==> config.mk <==
export PLATFORM = sky130hd
export DESIGN_NAME = ccw_top
export DESIGN_NICKNAME = d
export VERILOG_FILES = /design/src/design/ccw_pkg.sv /design/src/design/ccw_exec_if.sv /design/src/design/ccw_exec.sv /design/src/design/ccw_top.sv
export VERILOG_INCLUDE_DIRS = /design/src /design/src/design
export SDC_FILE = /design/constraint.sdc
export NUM_CORES = 1
export LEC_CHECK = 0
export ABC_AREA = 0
export ABC_CLOCK_PERIOD_IN_PS = 3630
export BUFFER_PORTS_ARGS = -buffer_cell sky130_fd_sc_hd__buf_4
export CAP_MARGIN = 20
export CORE_ASPECT_RATIO = 1.75
export CORE_MARGIN = 2
export CORE_UTILIZATION = 40
export CTS_CLUSTER_DIAMETER = 150
export DETAILED_ROUTE_END_ITERATION = 10
export GPL_TIMING_DRIVEN = 0
export SLEW_MARGIN = 30
export SYNTH_ARGS = -nofsm -noshare
export SYNTH_HDL_FRONTEND = slang
export SYNTH_SLANG_ARGS = --single-unit
==> constraint.sdc <==
create_clock -name hclk -period 3.63 [get_ports hclk]
set_input_delay 0 -clock hclk [delete_from_list [all_inputs] [get_ports hclk]]
set_output_delay 0 -clock hclk [all_outputs]
set_load 0.005 [all_outputs]
==> src/design/ccw_defines.svh <==
// Offsets, field positions, reset values, opcodes and timing counts of the compare/complement block
`ifndef CCW_DEFINES_SVH
`define CCW_DEFINES_SVH
`define CCW_OFS_INSTR 8'h00
`define CCW_OFS_ACC 8'h04
`define CCW_OFS_BANKSEL 8'h08
`define CCW_OFS_STATUS 8'h0c
`define CCW_OFS_EXEC 8'h10
`define CCW_OFS_MADDR 8'h14
`define CCW_OFS_MDATA 8'h18
`define CCW_OFS_WDT 8'h1c
`define CCW_OFS_EA 8'h20
`define CCW_BIT_TWO_WORD 16
`define CCW_ST_C 0
`define CCW_ST_DC 1
`define CCW_ST_Z 2
`define CCW_ST_OV 3
`define CCW_ST_N 4
`define CCW_ST_TMO 5
`define CCW_ST_PWD 6
`define CCW_STATUS_RST 7'h60
`define CCW_ACC_RST 8'h00
`define CCW_BANKSEL_RST 4'h0
`define CCW_OPC_WDCLR 16'h0004
`define CCW_OPC_CMPL 6'h07
`define CCW_OPC_CPEQ 7'h31
`define CCW_OPC_CPGT 7'h32
`define CCW_OPC_CPLT 7'h30
`define CCW_ACC_SPLIT 8'h80
`define CCW_ACC_LOW_BANK 4'h0
`define CCW_ACC_HIGH_BANK 4'hf
`define CCW_Q_LAST 2'h3
`define CCW_MEM_DEPTH 16
`define CCW_MEM_IW 4
`endif

==> src/design/ccw_pkg.sv <==
// Types shared by the compare/complement block
package ccw_pkg;
   typedef enum logic [1:0] {CCW_S_IDLE, CCW_S_EXEC, CCW_S_SKIP} ccw_state_t;
   typedef enum logic [2:0] {CCW_OP_NONE, CCW_OP_WDCLR, CCW_OP_CMPL, CCW_OP_CPEQ,
                             CCW_OP_CPGT, CCW_OP_CPLT} ccw_op_t;
endpackage

==> src/design/ccw_exec_if.sv <==
// Signals between the core sequencer and the execute unit
`timescale 1ns/1ps
interface ccw_exec_if;
   logic [15:0] instr;
   logic [7:0] rd_data;
   logic [7:0] acc;
   logic [3:0] banksel;
   logic [11:0] ea;
   logic [7:0] result;
   ccw_pkg::ccw_op_t op;
   logic dest_f;
   logic skip;
   modport core (output instr, rd_data, acc, banksel, input ea, result, op, dest_f, skip);
   modport unit (input instr, rd_data, acc, banksel, output ea, result, op, dest_f, skip);
endinterface

==> src/design/ccw_exec.sv <==
// Execute unit: decode, operand address, complement and unsigned compare
`timescale 1ns/1ps
`include "ccw_defines.svh"
module ccw_exec (
   ccw_exec_if.unit x
);
   wire [7:0] f_addr = x.instr[7:0];
   wire bank_bit = x.instr[8];
   wire is_wdclr = (x.instr == `CCW_OPC_WDCLR);
   wire is_cmpl = (x.instr[15:10] == `CCW_OPC_CMPL);
   wire is_cpeq = (x.instr[15:9] == `CCW_OPC_CPEQ);
   wire is_cpgt = (x.instr[15:9] == `CCW_OPC_CPGT);
   wire is_cplt = (x.instr[15:9] == `CCW_OPC_CPLT);
   wire [3:0] acc_bank = (f_addr < `CCW_ACC_SPLIT) ? `CCW_ACC_LOW_BANK : `CCW_ACC_HIGH_BANK;

   // Operand bank from the select register or the fixed access bank
   assign x.ea = bank_bit ? {x.banksel, f_addr} : {acc_bank, f_addr}; // see [RQ6] see [RQ7]
   // Complement of the operand byte
   assign x.result = ~x.rd_data; // see [RQ2]
   assign x.dest_f = x.instr[9];
   // Opcode class
   assign x.op = is_wdclr ? ccw_pkg::CCW_OP_WDCLR :
                 is_cmpl ? ccw_pkg::CCW_OP_CMPL :
                 is_cpeq ? ccw_pkg::CCW_OP_CPEQ : // see [RQ9]
                 is_cpgt ? ccw_pkg::CCW_OP_CPGT : // see [RQ10]
                 is_cplt ? ccw_pkg::CCW_OP_CPLT : ccw_pkg::CCW_OP_NONE; // see [RQ11]
   // Unsigned compare of operand byte against the accumulator
   assign x.skip = (is_cpeq && (x.rd_data == x.acc)) || // see [RQ8]
                   (is_cpgt && (x.rd_data > x.acc)) ||
                   (is_cplt && (x.rd_data < x.acc));
endmodule // ccw_exec

==> src/design/ccw_top.sv <==
// Compare, complement and watchdog-clear execution block with AHB-Lite registers
// Function
// [RQ1] Watchdog clear zeroes the watchdog counter and postscaler and sets timeout and powerdown.
// [RQ2] Complement inverts every bit of the addressed byte and delivers it to the destination.
// [RQ3] Complement updates only the negative and zero flags from its result.
// [RQ4] With destination bit zero the complement result goes to the accumulator.
// [RQ5] With destination bit one the complement result goes back to the addressed byte.
// [RQ6] With bank bit zero the operand lies in the fixed access bank.
// [RQ7] With bank bit one the operand bank comes from the bank select register.
// [RQ8] Compares subtract unsigned, store nothing and change no status flag.
// [RQ9] Opcode 0110 001a skips when the byte equals the accumulator.
// [RQ10] Opcode 0110 010a skips when the byte is above the accumulator.
// [RQ11] Opcode 0110 000a skips when the byte is below the accumulator.
// [RQ12] A true compare discards the next instruction for one no-operation cycle.
// [RQ13] Skipping a two-word instruction costs two no-operation cycles, three in all.
// [RQ14] A false compare takes one cycle and the next instruction runs normally.
`timescale 1ns/1ps
`include "ccw_defines.svh"
module ccw_top (
   input wire logic hclk,
   input wire logic hresetn,
   input wire logic hsel,
   input wire logic [31:0] haddr,
   input wire logic [1:0] htrans,
   input wire logic hwrite,
   input wire logic [2:0] hsize,
   input wire logic [31:0] hwdata,
   input wire logic hready,
   output logic [31:0] hrdata,
   output logic hreadyout,
   output logic hresp
);
   ccw_exec_if x ();
   ccw_exec u_exec (.x(x));

   ccw_pkg::ccw_state_t state_r, state_nxt;
   logic [1:0] q_r;
   logic [1:0] skip_left_r;
   logic [16:0] instr_r;
   logic [7:0] acc_r;
   logic [3:0] banksel_r;
   logic [6:0] status_r;
   logic [11:0] maddr_r;
   logic [11:0] ea_r;
   logic [7:0] wdt_cnt_r;
   logic [7:0] wdt_post_r;
   logic [7:0] mem_r [`CCW_MEM_DEPTH];
   logic skip_taken_r;
   logic [1:0] cycles_r;
   logic unknown_r;
   logic dp_valid_r;
   logic dp_write_r;
   logic [7:0] dp_addr_r;
   logic [31:0] hrdata_r;

   // Bus decode
   wire addr_phase = hsel && htrans[1] && hready;
   wire busy = (state_r != ccw_pkg::CCW_S_IDLE);
   wire bus_wr = dp_valid_r && dp_write_r && !busy;
   wire wr_instr = bus_wr && (dp_addr_r == `CCW_OFS_INSTR);
   wire wr_acc = bus_wr && (dp_addr_r == `CCW_OFS_ACC);
   wire wr_banksel = bus_wr && (dp_addr_r == `CCW_OFS_BANKSEL);
   wire wr_status = bus_wr && (dp_addr_r == `CCW_OFS_STATUS);
   wire wr_maddr = bus_wr && (dp_addr_r == `CCW_OFS_MADDR);
   wire wr_mdata = bus_wr && (dp_addr_r == `CCW_OFS_MDATA);
   wire [`CCW_MEM_IW-1:0] midx = maddr_r[`CCW_MEM_IW-1:0];

   // Execute-unit hookup
   wire [`CCW_MEM_IW-1:0] eidx = x.ea[`CCW_MEM_IW-1:0];
   assign x.instr = instr_r[15:0];
   assign x.rd_data = mem_r[eidx];
   assign x.acc = acc_r;
   assign x.banksel = banksel_r;
   wire commit = (state_r == ccw_pkg::CCW_S_EXEC) && (q_r == `CCW_Q_LAST);
   wire do_wdclr = commit && (x.op == ccw_pkg::CCW_OP_WDCLR);
   wire do_cmpl = commit && (x.op == ccw_pkg::CCW_OP_CMPL);
   wire cmpl_to_acc = do_cmpl && !x.dest_f;
   wire cmpl_to_mem = do_cmpl && x.dest_f;
   wire is_cmp = (x.op == ccw_pkg::CCW_OP_CPEQ) || (x.op == ccw_pkg::CCW_OP_CPGT) ||
                 (x.op == ccw_pkg::CCW_OP_CPLT);
   wire skip_go = commit && x.skip;
   wire [1:0] skip_len = instr_r[`CCW_BIT_TWO_WORD] ? 2'h2 : 2'h1;
   wire skip_end = (state_r == ccw_pkg::CCW_S_SKIP) && (q_r == `CCW_Q_LAST) &&
                   (skip_left_r == 2'h1);

   // Register read mux
   logic [31:0] rd_mux;
   assign rd_mux = (haddr[7:0] == `CCW_OFS_INSTR) ? {15'h0000, instr_r} :
                   (haddr[7:0] == `CCW_OFS_ACC) ? {24'h000000, acc_r} :
                   (haddr[7:0] == `CCW_OFS_BANKSEL) ? {28'h0000000, banksel_r} :
                   (haddr[7:0] == `CCW_OFS_STATUS) ? {25'h0000000, status_r} :
                   (haddr[7:0] == `CCW_OFS_EXEC) ?
                      {27'h0000000, unknown_r, cycles_r, skip_taken_r, busy} :
                   (haddr[7:0] == `CCW_OFS_MADDR) ? {20'h00000, maddr_r} :
                   (haddr[7:0] == `CCW_OFS_MDATA) ? {24'h000000, mem_r[midx]} :
                   (haddr[7:0] == `CCW_OFS_WDT) ? {16'h0000, wdt_post_r, wdt_cnt_r} :
                   (haddr[7:0] == `CCW_OFS_EA) ? {20'h00000, ea_r} : 32'h00000000;
   wire rd_hit = (haddr[31:8] == 24'h000000) && !hwrite;

   // Next sequencer state
   always_comb
   begin
      state_nxt = state_r;
      unique case (state_r)
         ccw_pkg::CCW_S_IDLE:
            if (wr_instr)
               state_nxt = ccw_pkg::CCW_S_EXEC;
         ccw_pkg::CCW_S_EXEC:
            if (commit)
               state_nxt = x.skip ? ccw_pkg::CCW_S_SKIP : ccw_pkg::CCW_S_IDLE; // see [RQ14]
         ccw_pkg::CCW_S_SKIP:
            if (skip_end)
               state_nxt = ccw_pkg::CCW_S_IDLE;
         default:
            state_nxt = ccw_pkg::CCW_S_IDLE;
      endcase
   end

   // AHB data phase tracking
   always_ff @(posedge hclk or negedge hresetn)
   begin
      if (!hresetn)
      begin
         dp_valid_r <= 1'b0;
         dp_write_r <= 1'b0;
         dp_addr_r <= 8'h00;
         hrdata_r <= 32'h00000000;
      end
      else
      begin
         dp_valid_r <= addr_phase && (haddr[31:8] == 24'h000000);
         dp_write_r <= hwrite;
         dp_addr_r <= haddr[7:0];
         if (addr_phase)
            hrdata_r <= rd_hit ? rd_mux : 32'h00000000;
      end
   end

   assign hrdata = hrdata_r;
   assign hreadyout = 1'b1;
   assign hresp = 1'b0;

   // Sequencer: four clocks per instruction cycle
   always_ff @(posedge hclk or negedge hresetn)
   begin
      if (!hresetn)
      begin
         state_r <= ccw_pkg::CCW_S_IDLE;
         q_r <= 2'h0;
         skip_left_r <= 2'h0;
         skip_taken_r <= 1'b0;
         cycles_r <= 2'h0;
         unknown_r <= 1'b0;
         ea_r <= 12'h000;
      end
      else
      begin
         state_r <= state_nxt;
         q_r <= (state_r == ccw_pkg::CCW_S_IDLE) ? 2'h0 : q_r + 2'h1;
         if (wr_instr)
         begin
            skip_taken_r <= 1'b0;
            cycles_r <= 2'h0;
         end
         if (commit)
         begin
            ea_r <= x.ea;
            unknown_r <= (x.op == ccw_pkg::CCW_OP_NONE);
            skip_taken_r <= x.skip;
            skip_left_r <= x.skip ? skip_len : 2'h0; // see [RQ12] see [RQ13]
            cycles_r <= x.skip ? skip_len + 2'h1 : 2'h1;
         end
         else if ((state_r == ccw_pkg::CCW_S_SKIP) && (q_r == `CCW_Q_LAST))
            skip_left_r <= skip_left_r - 2'h1;
      end
   end

   // Instruction, accumulator, bank select and memory pointer
   always_ff @(posedge hclk or negedge hresetn)
   begin
      if (!hresetn)
      begin
         instr_r <= 17'h00000;
         acc_r <= `CCW_ACC_RST;
         banksel_r <= `CCW_BANKSEL_RST;
         maddr_r <= 12'h000;
      end
      else
      begin
         if (wr_instr)
            instr_r <= hwdata[16:0];
         if (wr_acc)
            acc_r <= hwdata[7:0];
         else if (cmpl_to_acc)
            acc_r <= x.result; // see [RQ4]
         if (wr_banksel)
            banksel_r <= hwdata[3:0];
         if (wr_maddr)
            maddr_r <= hwdata[11:0];
      end
   end

   // Status flags: complement touches only N and Z
   always_ff @(posedge hclk or negedge hresetn)
   begin
      if (!hresetn)
         status_r <= `CCW_STATUS_RST;
      else
      begin
         if (wr_status)
            status_r <= hwdata[6:0];
         if (do_cmpl)
         begin
            status_r[`CCW_ST_N] <= x.result[7]; // see [RQ3]
            status_r[`CCW_ST_Z] <= (x.result == 8'h00);
         end
         if (do_wdclr)
         begin
            status_r[`CCW_ST_TMO] <= 1'b1; // see [RQ1]
            status_r[`CCW_ST_PWD] <= 1'b1;
         end
      end
   end

   // Watchdog counter and postscaler
   always_ff @(posedge hclk or negedge hresetn)
   begin
      if (!hresetn)
      begin
         wdt_cnt_r <= 8'h00;
         wdt_post_r <= 8'h00;
      end
      else if (do_wdclr)
      begin
         wdt_cnt_r <= 8'h00; // see [RQ1]
         wdt_post_r <= 8'h00;
      end
      else
      begin
         wdt_cnt_r <= wdt_cnt_r + 8'h01;
         if (wdt_cnt_r == 8'hff)
            wdt_post_r <= wdt_post_r + 8'h01;
      end
   end

   // Data memory
   always_ff @(posedge hclk or negedge hresetn)
   begin
      if (!hresetn)
      begin
         for (int i = 0; i < `CCW_MEM_DEPTH; i++)
            mem_r[i] <= 8'h00;
      end
      else if (wr_mdata)
         mem_r[midx] <= hwdata[7:0];
      else if (cmpl_to_mem)
         mem_r[eidx] <= x.result; // see [RQ5]
   end

   // Checks
   AST_WDT_CLEAR: assert property (@(posedge hclk) disable iff (!hresetn) // see [RQ1]
      do_wdclr |=> (wdt_cnt_r == 8'h00) && (wdt_post_r == 8'h00) &&
                   status_r[`CCW_ST_TMO] && status_r[`CCW_ST_PWD])
      else $error("watchdog clear did not take effect");
   AST_CMPL_INVERT: assert property (@(posedge hclk) disable iff (!hresetn) // see [RQ2]
      do_cmpl |=> (($past(x.dest_f) ? mem_r[$past(eidx)] : acc_r) == ~$past(x.rd_data)))
      else $error("complement result not inverted");
   AST_CMPL_FLAGS: assert property (@(posedge hclk) disable iff (!hresetn) // see [RQ3]
      do_cmpl |=> (status_r[`CCW_ST_Z] == ($past(x.result) == 8'h00)) &&
                  (status_r[`CCW_ST_N] == $past(x.result[7])) &&
                  (status_r[3:0] & 4'hb) == ($past(status_r[3:0]) & 4'hb) &&
                  $stable(status_r[6:5]))
      else $error("complement flags wrong");
   AST_DEST_W: assert property (@(posedge hclk) disable iff (!hresetn) // see [RQ4]
      cmpl_to_acc |=> (acc_r == $past(x.result)) && (mem_r[$past(eidx)] == $past(x.rd_data)))
      else $error("complement to accumulator wrong");
   AST_DEST_F: assert property (@(posedge hclk) disable iff (!hresetn) // see [RQ5]
      cmpl_to_mem |=> (mem_r[$past(eidx)] == $past(x.result)) && $stable(acc_r))
      else $error("complement to memory wrong");
   AST_ACCESS_BANK: assert property (@(posedge hclk) disable iff (!hresetn) // see [RQ6]
      (busy && !instr_r[8] && (x.op != ccw_pkg::CCW_OP_NONE)) |->
         (x.ea[11:8] == (instr_r[7] ? `CCW_ACC_HIGH_BANK : `CCW_ACC_LOW_BANK)))
      else $error("access bank address wrong");
   AST_SEL_BANK: assert property (@(posedge hclk) disable iff (!hresetn) // see [RQ7]
      (busy && instr_r[8]) |-> (x.ea == {banksel_r, instr_r[7:0]}))
      else $error("bank select address wrong");
   AST_CMP_NO_STORE: assert property (@(posedge hclk) disable iff (!hresetn) // see [RQ8]
      (commit && is_cmp) |=> $stable(status_r) && $stable(acc_r) &&
                             (mem_r[$past(eidx)] == $past(x.rd_data)))
      else $error("compare altered state");
   AST_EQ_SKIP: assert property (@(posedge hclk) disable iff (!hresetn) // see [RQ9]
      (commit && (instr_r[15:9] == `CCW_OPC_CPEQ)) |->
         (x.skip == (mem_r[instr_r[3:0]] == acc_r)))
      else $error("equal compare wrong");
   AST_GT_SKIP: assert property (@(posedge hclk) disable iff (!hresetn) // see [RQ10]
      (commit && (instr_r[15:9] == `CCW_OPC_CPGT)) |->
         (x.skip == (mem_r[instr_r[3:0]] > acc_r)))
      else $error("greater compare wrong");
   AST_LT_SKIP: assert property (@(posedge hclk) disable iff (!hresetn) // see [RQ11]
      (commit && (instr_r[15:9] == `CCW_OPC_CPLT)) |->
         (x.skip == (mem_r[instr_r[3:0]] < acc_r)))
      else $error("less compare wrong");
   AST_SKIP_ONE: assert property (@(posedge hclk) disable iff (!hresetn) // see [RQ12]
      (skip_go && !instr_r[`CCW_BIT_TWO_WORD]) |=>
         (state_r == ccw_pkg::CCW_S_SKIP) [*4] ##1 (state_r == ccw_pkg::CCW_S_IDLE))
      else $error("single skip length wrong");
   AST_SKIP_TWO: assert property (@(posedge hclk) disable iff (!hresetn) // see [RQ13]
      (skip_go && instr_r[`CCW_BIT_TWO_WORD]) |=>
         (state_r == ccw_pkg::CCW_S_SKIP) [*8] ##1 (state_r == ccw_pkg::CCW_S_IDLE))
      else $error("double skip length wrong");
   AST_NO_SKIP: assert property (@(posedge hclk) disable iff (!hresetn) // see [RQ14]
      (commit && !x.skip) |=> (state_r == ccw_pkg::CCW_S_IDLE) && (cycles_r == 2'h1))
      else $error("non-skip compare too long");
endmodule // ccw_top

Word-level counts from Yosys, hierarchy flattened
Index checks and enable logic that the tools add are counted.
- $add $sub $neg: 5
- order comparisons: 7
- equal/unequal tests: 29
- multiplexer cells: 55
- bitwise logic cells: 3
- reduce and logical (&&, ||, !) cells: 44
- operators with widths (kind ; count):
    128-bit bitwise mux ; 2
    128-bit two-way mux ; 2
    16-bit two-way mux ; 7
    8-bit two-way mux ; 11
    8-bit binary-select mux with 4-bit select ; 2
    8-bit demux with 4-bit select ; 2
    8-bit by 5-bit equality test with 1-bit output, second input constant ; 6
    17-bit two-way mux ; 2
    8-bit by 4-bit equality test with 1-bit output, second input constant ; 4
    2-bit two-way mux ; 13
    1-bit logical AND ; 24
    24-bit logical NOT ; 1
    8-bit logical NOT ; 3
    12-bit two-way mux ; 2
    7-bit by 6-bit equality test with 1-bit output, second input constant ; 3
    8-bit by 1-bit adder with 8-bit output, second input constant ; 2
    16-bit by 3-bit equality test with 1-bit output, second input constant ; 1
    8-bit by 3-bit equality test with 1-bit output, second input constant ; 2
    2-bit nonzero test ; 8
    3-bit two-way mux ; 5
    5-bit greater-or-equal comparator, second input constant ; 2
    5-bit by 1-bit less-than comparator with 1-bit output, second input constant ; 2
    4-bit NOT with 5-bit output ; 2
    8-bit by 6-bit equality test with 1-bit output, second input constant ; 1
    other kinds (23) ; 34
- register bits after elaboration: 256
- input port bits: 74
- output and inout bits: 34
- word-level logic and storage cells: 179

Depth between registers and ports, before layout
- depth in word-level cells: 14
- depth in mapped cells: 13

By module
Synthesis repeated with hierarchy kept, for this count alone.
- cell total of the unflattened synthesis: 1239
- area total of the unflattened synthesis: 14158.6 µm²
- modules (own cells, without submodules) (module ; instances ; cells an instance ; area an instance (µm²) ; seq. area each (µm²)):
    ccw_top ; 1 ; 1171 ; 13725.7 ; 6008.3
    ccw_exec ; 1 ; 68 ; 432.9 ; 0.0

Worst setup path after synthesis
OpenSTA, ideal clock, no wires.
- path kind: reg-to-reg
- from: register instr_r[0]
- to: register skip_left_r[0]
- library setup time: 0.126 ns
- arrival: 3.132 ns
- data required time: 3.504 ns
- path slack: 0.371 ns
- cell stages (with the launch flop): 14
- buffers on the path: 3
- period minus slack after synthesis: 3.259 ns
- path through: dfrtp_1 -> buf_2 -> buf_2 -> mux4_2 -> a22oi_1 -> nand2_1 -> clkbuf_1 -> ha_1 -> nand2_1 -> o21a_1 -> and3b_1 -> o21bai_1 -> a31oi_1 -> a221o_1
- longest elaborated chain between the ends: 11
- elaborated cells between the ends (all ways): 15
- RTL lines (item ; RTL line ; RTL):
    from (decl) ; ccw_top.sv:39 ; logic [16:0] instr_r;
    from (signal assigned) ; ccw_top.sv:191 ; instr_r <= hwdata[16:0];
    12-bit two-way mux * ; ccw_exec.sv:17 ; assign x.ea = bank_bit ? {x.banksel, f_addr} : {acc_bank, f_addr};
    4-bit NOT with 5-bit output (not written as such) * ; ccw_top.sv:71 ; assign x.rd_data = mem_r[eidx];
    8-bit binary-select mux with 4-bit select * ; ccw_top.sv:71 ;
    8-bit two-way mux (not written as such) * (2 in series) ; ccw_top.sv:71 ;
    8-bit > comparator / 8-bit equality test (equally long branches) ; ccw_exec.sv:29, ccw_exec.sv:28 ;
    1-bit logical AND (on tied branches) ; ccw_exec.sv:29, ccw_exec.sv:28 ;
    1-bit logical OR ; ccw_exec.sv:28 ; assign x.skip = (is_cpeq && (x.rd_data == x.acc)) ||
    1-bit logical OR * ; ccw_exec.sv:29 ; (is_cpgt && (x.rd_data > x.acc)) ||
    2-bit two-way mux * ; ccw_top.sv:170 ; skip_left_r <= x.skip ? skip_len : 2'h0;
    2-bit two-way mux * ; ccw_top.sv:165 ; if (commit)
    to (signal assigned) ; ccw_top.sv:170 ;
    to (signal assigned) ; ccw_top.sv:174 ; skip_left_r <= skip_left_r - 2'h1;
    to (decl) ; ccw_top.sv:38 ; logic [1:0] skip_left_r;
Mark *: on every way between the ends. The rest lies on a longest branch, timed or not. The select of a mux whose other input is x is not followed.
A chain may end at the register's enable or synchronous reset.

Final worst setup path
- from: register maddr_r[1]
- to: register mem_r[15] in the netlist's numbering
- longest elaborated chain between the ends: 7
- elaborated cells between the ends (all ways): 8
- RTL lines (item ; RTL line ; RTL):
    from (decl) ; ccw_top.sv:43 ; logic [11:0] maddr_r;
    from (signal assigned) ; ccw_top.sv:199 ; maddr_r <= hwdata[11:0];
    4-bit NOT with 5-bit output (not written as such) * ; ccw_top.sv:255 ; mem_r[midx] <= hwdata[7:0];
    5-bit greater-or-equal comparator (not written as such) / 5-bit by 1-bit less-than comparator with 1-bit output (equally long branches) ; ccw_top.sv:255 ;
    1-bit logical AND (not written as such) ; ccw_top.sv:255 ;
    8-bit two-way mux (not written as such) ; ccw_top.sv:255 ;
    8-bit demux with 4-bit select * ; ccw_top.sv:255 ;
    128-bit bitwise mux * ; ccw_top.sv:255 ;
    128-bit two-way mux * ; ccw_top.sv:254 ; else if (wr_mdata)
    to (signal, indexed assignment) ; ccw_top.sv:255 ;
    to (signal, indexed assignment) ; ccw_top.sv:257 ; mem_r[eidx] <= x.result;
    to (decl) ; ccw_top.sv:47 ; logic [7:0] mem_r [`CCW_MEM_DEPTH];
Mark *: on every way between the ends. The rest lies on a longest branch, timed or not.

==> out/results.txt <==
Pre-Repair DR Iteration Count: 5
CTS Root Cell: clkbuf_16
# clock sinks: 240
min-delay worst type: primary input to register
CTS max path bufs: 3
CP Launch Type: register
Final min period: 3.64 ns
worst path required time: 4.12 ns
dpl hpwl: 39,700 um
sequence of cells on the critical path: clkbuf_1 > nand4_1 > nor3_2 > o211ai_1 > o2bb2ai_1 > a21o_1
Final GP Congestion: 0.982
CTS tree: yes
top area cells in the synthesized netlist: dfrtp_1 44%, mux4_2 12%, a22oi_1 4.4%
sequential fraction of the synthesis area: 43.9%
DRC viols: 0
measured slew at the worst slew-check pin: 1.12 ns
fmax: 0.275 GHz
chip height: 249 um
WHS Endpoint: instr_r[6]
violations in the final reports: negative setup slack
Reg-to-Reg Start: maddr_r[1]
pre-CTS setup slack: -0.915 ns
Initial Util: 40.6%
Antenna Cells: 0
status: complete, but fails checks
Antenna Nets Post-Route: 0
final setup violation count: 1
Critical Path AT: 4.13 ns
PortBufs: 68
setup TNS: -0.0110 ns
final non-filler cell total: 1,896
via/cell ratio: 6.32
Iteration-0 DRC Markers: 1,052
pin count of the biggest net entering global routing: 74
Hold Slack: 0.0222 ns
top cell types by occurrence after synthesis: 238 x dfrtp_1, 140 x nand2_1, 99 x nor2_1, 81 x a22oi_1, 77 x o21ai_0
synthesis-to-layout area growth: 20.6%
Die X: 144 um
Reg clk slew, reported paths: 0.07 ns
Tcrit/Tclk final: 100%
Avg Cell Area, Syn: 10.8 um^2
Buf+Inv Stages, Crit Path: 1
post-layout util: 48.9%
final clock skew: 0.0169 ns
RR Endpoint: mem_r[15]
routed wire length: 52,800 um
Slew HR: 25.6%
post-synth top area cell: dfrtp_1
Main synth FF type: dfrtp_1
Gate Count Post-Synth: 1,266
hold path depth: 3
fraction of layout cells with a size suffix above 1: 25.7%
crit-path leading delay family: simple AND/OR/NAND/NOR gates
FF+latch count, synth: 240
Async SR Flop Fraction: 100%
first-pass GRT wire length: 77,500 um
Critical Path Fanout Max: 10
Yosys Warn Count: 0
area of the multi-input gates: 0.00731 mm^2
critical path's largest stage delay: 0.91 ns
Num CTS Buffers: 24
most frequent cell after synthesis: dfrtp_1
max cap viols: 0
r2r setup slk: -0.01 ns
htree depth: 1
synth unique cells: 78
number of global-route vias before repair: 12,246
I/O pins: 108
FF-to-FF path depth: 6
core area: 0.0337 mm^2
gr usage total: 29.5%
type of element capturing the critical path: register
Pleak: 7.13 nW
post-synth top area share: 43.5%
Post-synth EDFFs: 0
Final nets: 1,511
total overflow reported by the global router: 0
final hold violations: 0
slowest CP cell: nor3_2
worst skew pair latency: 0.55 ns
register area: 0.00601 mm^2
Setup CP Type: register to register
PwrDens: 379 mW/mm^2
DR WL/cell: 27.9 um
unrepaired setup endpoints after global routing: false
die area: 0.0358 mm^2
synthesized area: 0.0137 mm^2
peak supply drop: 243 uV
initial antenna violation count: 0
Worst Setup Slack, final: -0.0110 ns
placed insts: 1,811
Hold Crit Start: hwdata[6]
Slew Viols, Final: 0
Rows: 89
Via Count: 11,979
# fillers: 3,115
==> per-layer routing <==
layer | vias up | routed length, um | track usage, % | share of wire [%]
met1 | 6003 | 17100 | 30.1 | 32
li1 | 5129 | - | - | -
met3 | 242 | 2660 | 3.63 | 5.0
met4 | 0 | 5140 | 23.9 | 9.7
met5 | - | 0 | 0 | 0
met2 | 605 | 27900 | 52.8 | 53
==> cells in the final DEF (no fill, tap or decap), types with 27 or more instances in the layout <==
master / Yosys / final
mux2_2: 50 / 50
nand2_1: 140 / 132
o21ai_0: 77 / 76
dlygate4sd3_1: 0 / 27
a22oi_1: 81 / 71
a221o_1: 38 / 38
nor2_1: 99 / 96
a21oi_1: 38 / 37
nand3_1: 27 / 27
mux4_2: 70 / 70
buf_4: 21 / 111
clkbuf_16: 0 / 27
clkbuf_1: 62 / 53
dfrtp_1: 238 / 238
==> per-stage QoR <==
stage	power, mW	area (um^2)
floorplan	3.12	13700
global placement	3.39	14800
detailed placement	3.42	15000
CTS	6.22	16300
global route	6.43	16500
finish	6.25	16500
==> timing repair <==
item	in CTS	in global routing
setup buffers	1	18
pin swaps	2	12
gates resized for setup	44	24
hold buffers	28	0
gates cloned	0	2
endpoints found under the hold margin	208	0
setup endpoints to repair	11	5
==> cell type report <==
type / count / area share (%)
buffer: 99 / 3.45
clock buffer: 35 / 4.32
clock inverter: 7 / 0.848
inverter: 26 / 0.606
multi-input combinational: 910 / 44.3
sequential: 240 / 36.4
tap: 455 / 3.45
timing repair buffer: 124 / 6.68
==> flip-flops by register name (all words and copies together), names as in the netlist, 4 cells and up <==
name	cells
acc_r	8
banksel_r	4
dp_addr_r	8
ea_r	12
hrdata	17
instr_r	17
maddr_r	12
mem_r	128
status_r	7
wdt_cnt_r	8
wdt_post_r	8
==> tightest hold or removal path, delay by kind of cell <==
kind / cells / cell delay (ns)
AOI/OAI and AO/OA: 1 / 0.10
buffers and inverters: 2 / 0.42
==> power breakdown <==
group	internal, mW	switching (mW)
registers	2.70	0.0308
logic	0.288	0.444
clock network	1.64	1.14
total	4.63	1.62
==> worst max path at each step <==
stage                     depth (start not counted)              to  slack, ns       start
final                                             6       mem_r[15]      -0.01  maddr_r[1]
after global routing                             13  skip_left_r[0]      0.002  instr_r[0]
after CTS                                        13  skip_left_r[0]      -0.04  instr_r[1]
after detailed placement                         13  skip_left_r[0]      -0.92  instr_r[1]
after global placement                           13  skip_left_r[1]      -0.85  instr_r[1]
after floorplan                                  13  skip_left_r[0]       0.37  instr_r[0]
==> logic make-up (layout without fill, tap and decap cells) <==
| kind of cell | count (synthesis) | count (layout) | share of synthesized area, % |
|---|---|---|---|
| flip-flops | 240 | 240 | 43.9 |
| AO/OA/AOI/OAI | 364 | 364 | 19.4 |
| XOR/XNOR | 12 | 12 | 0.768 |
| AND/OR/NAND/NOR | 378 | 378 | 14.3 |
| adder cells (fa/ha/maj) | 12 | 12 | 1.10 |
| other | 2 | 17 | 0.0549 |
| multiplexers | 127 | 127 | 16.1 |
| buffers and inverters | 131 | 291 | 4.37 |
Power figures use the tool's default switching activity.
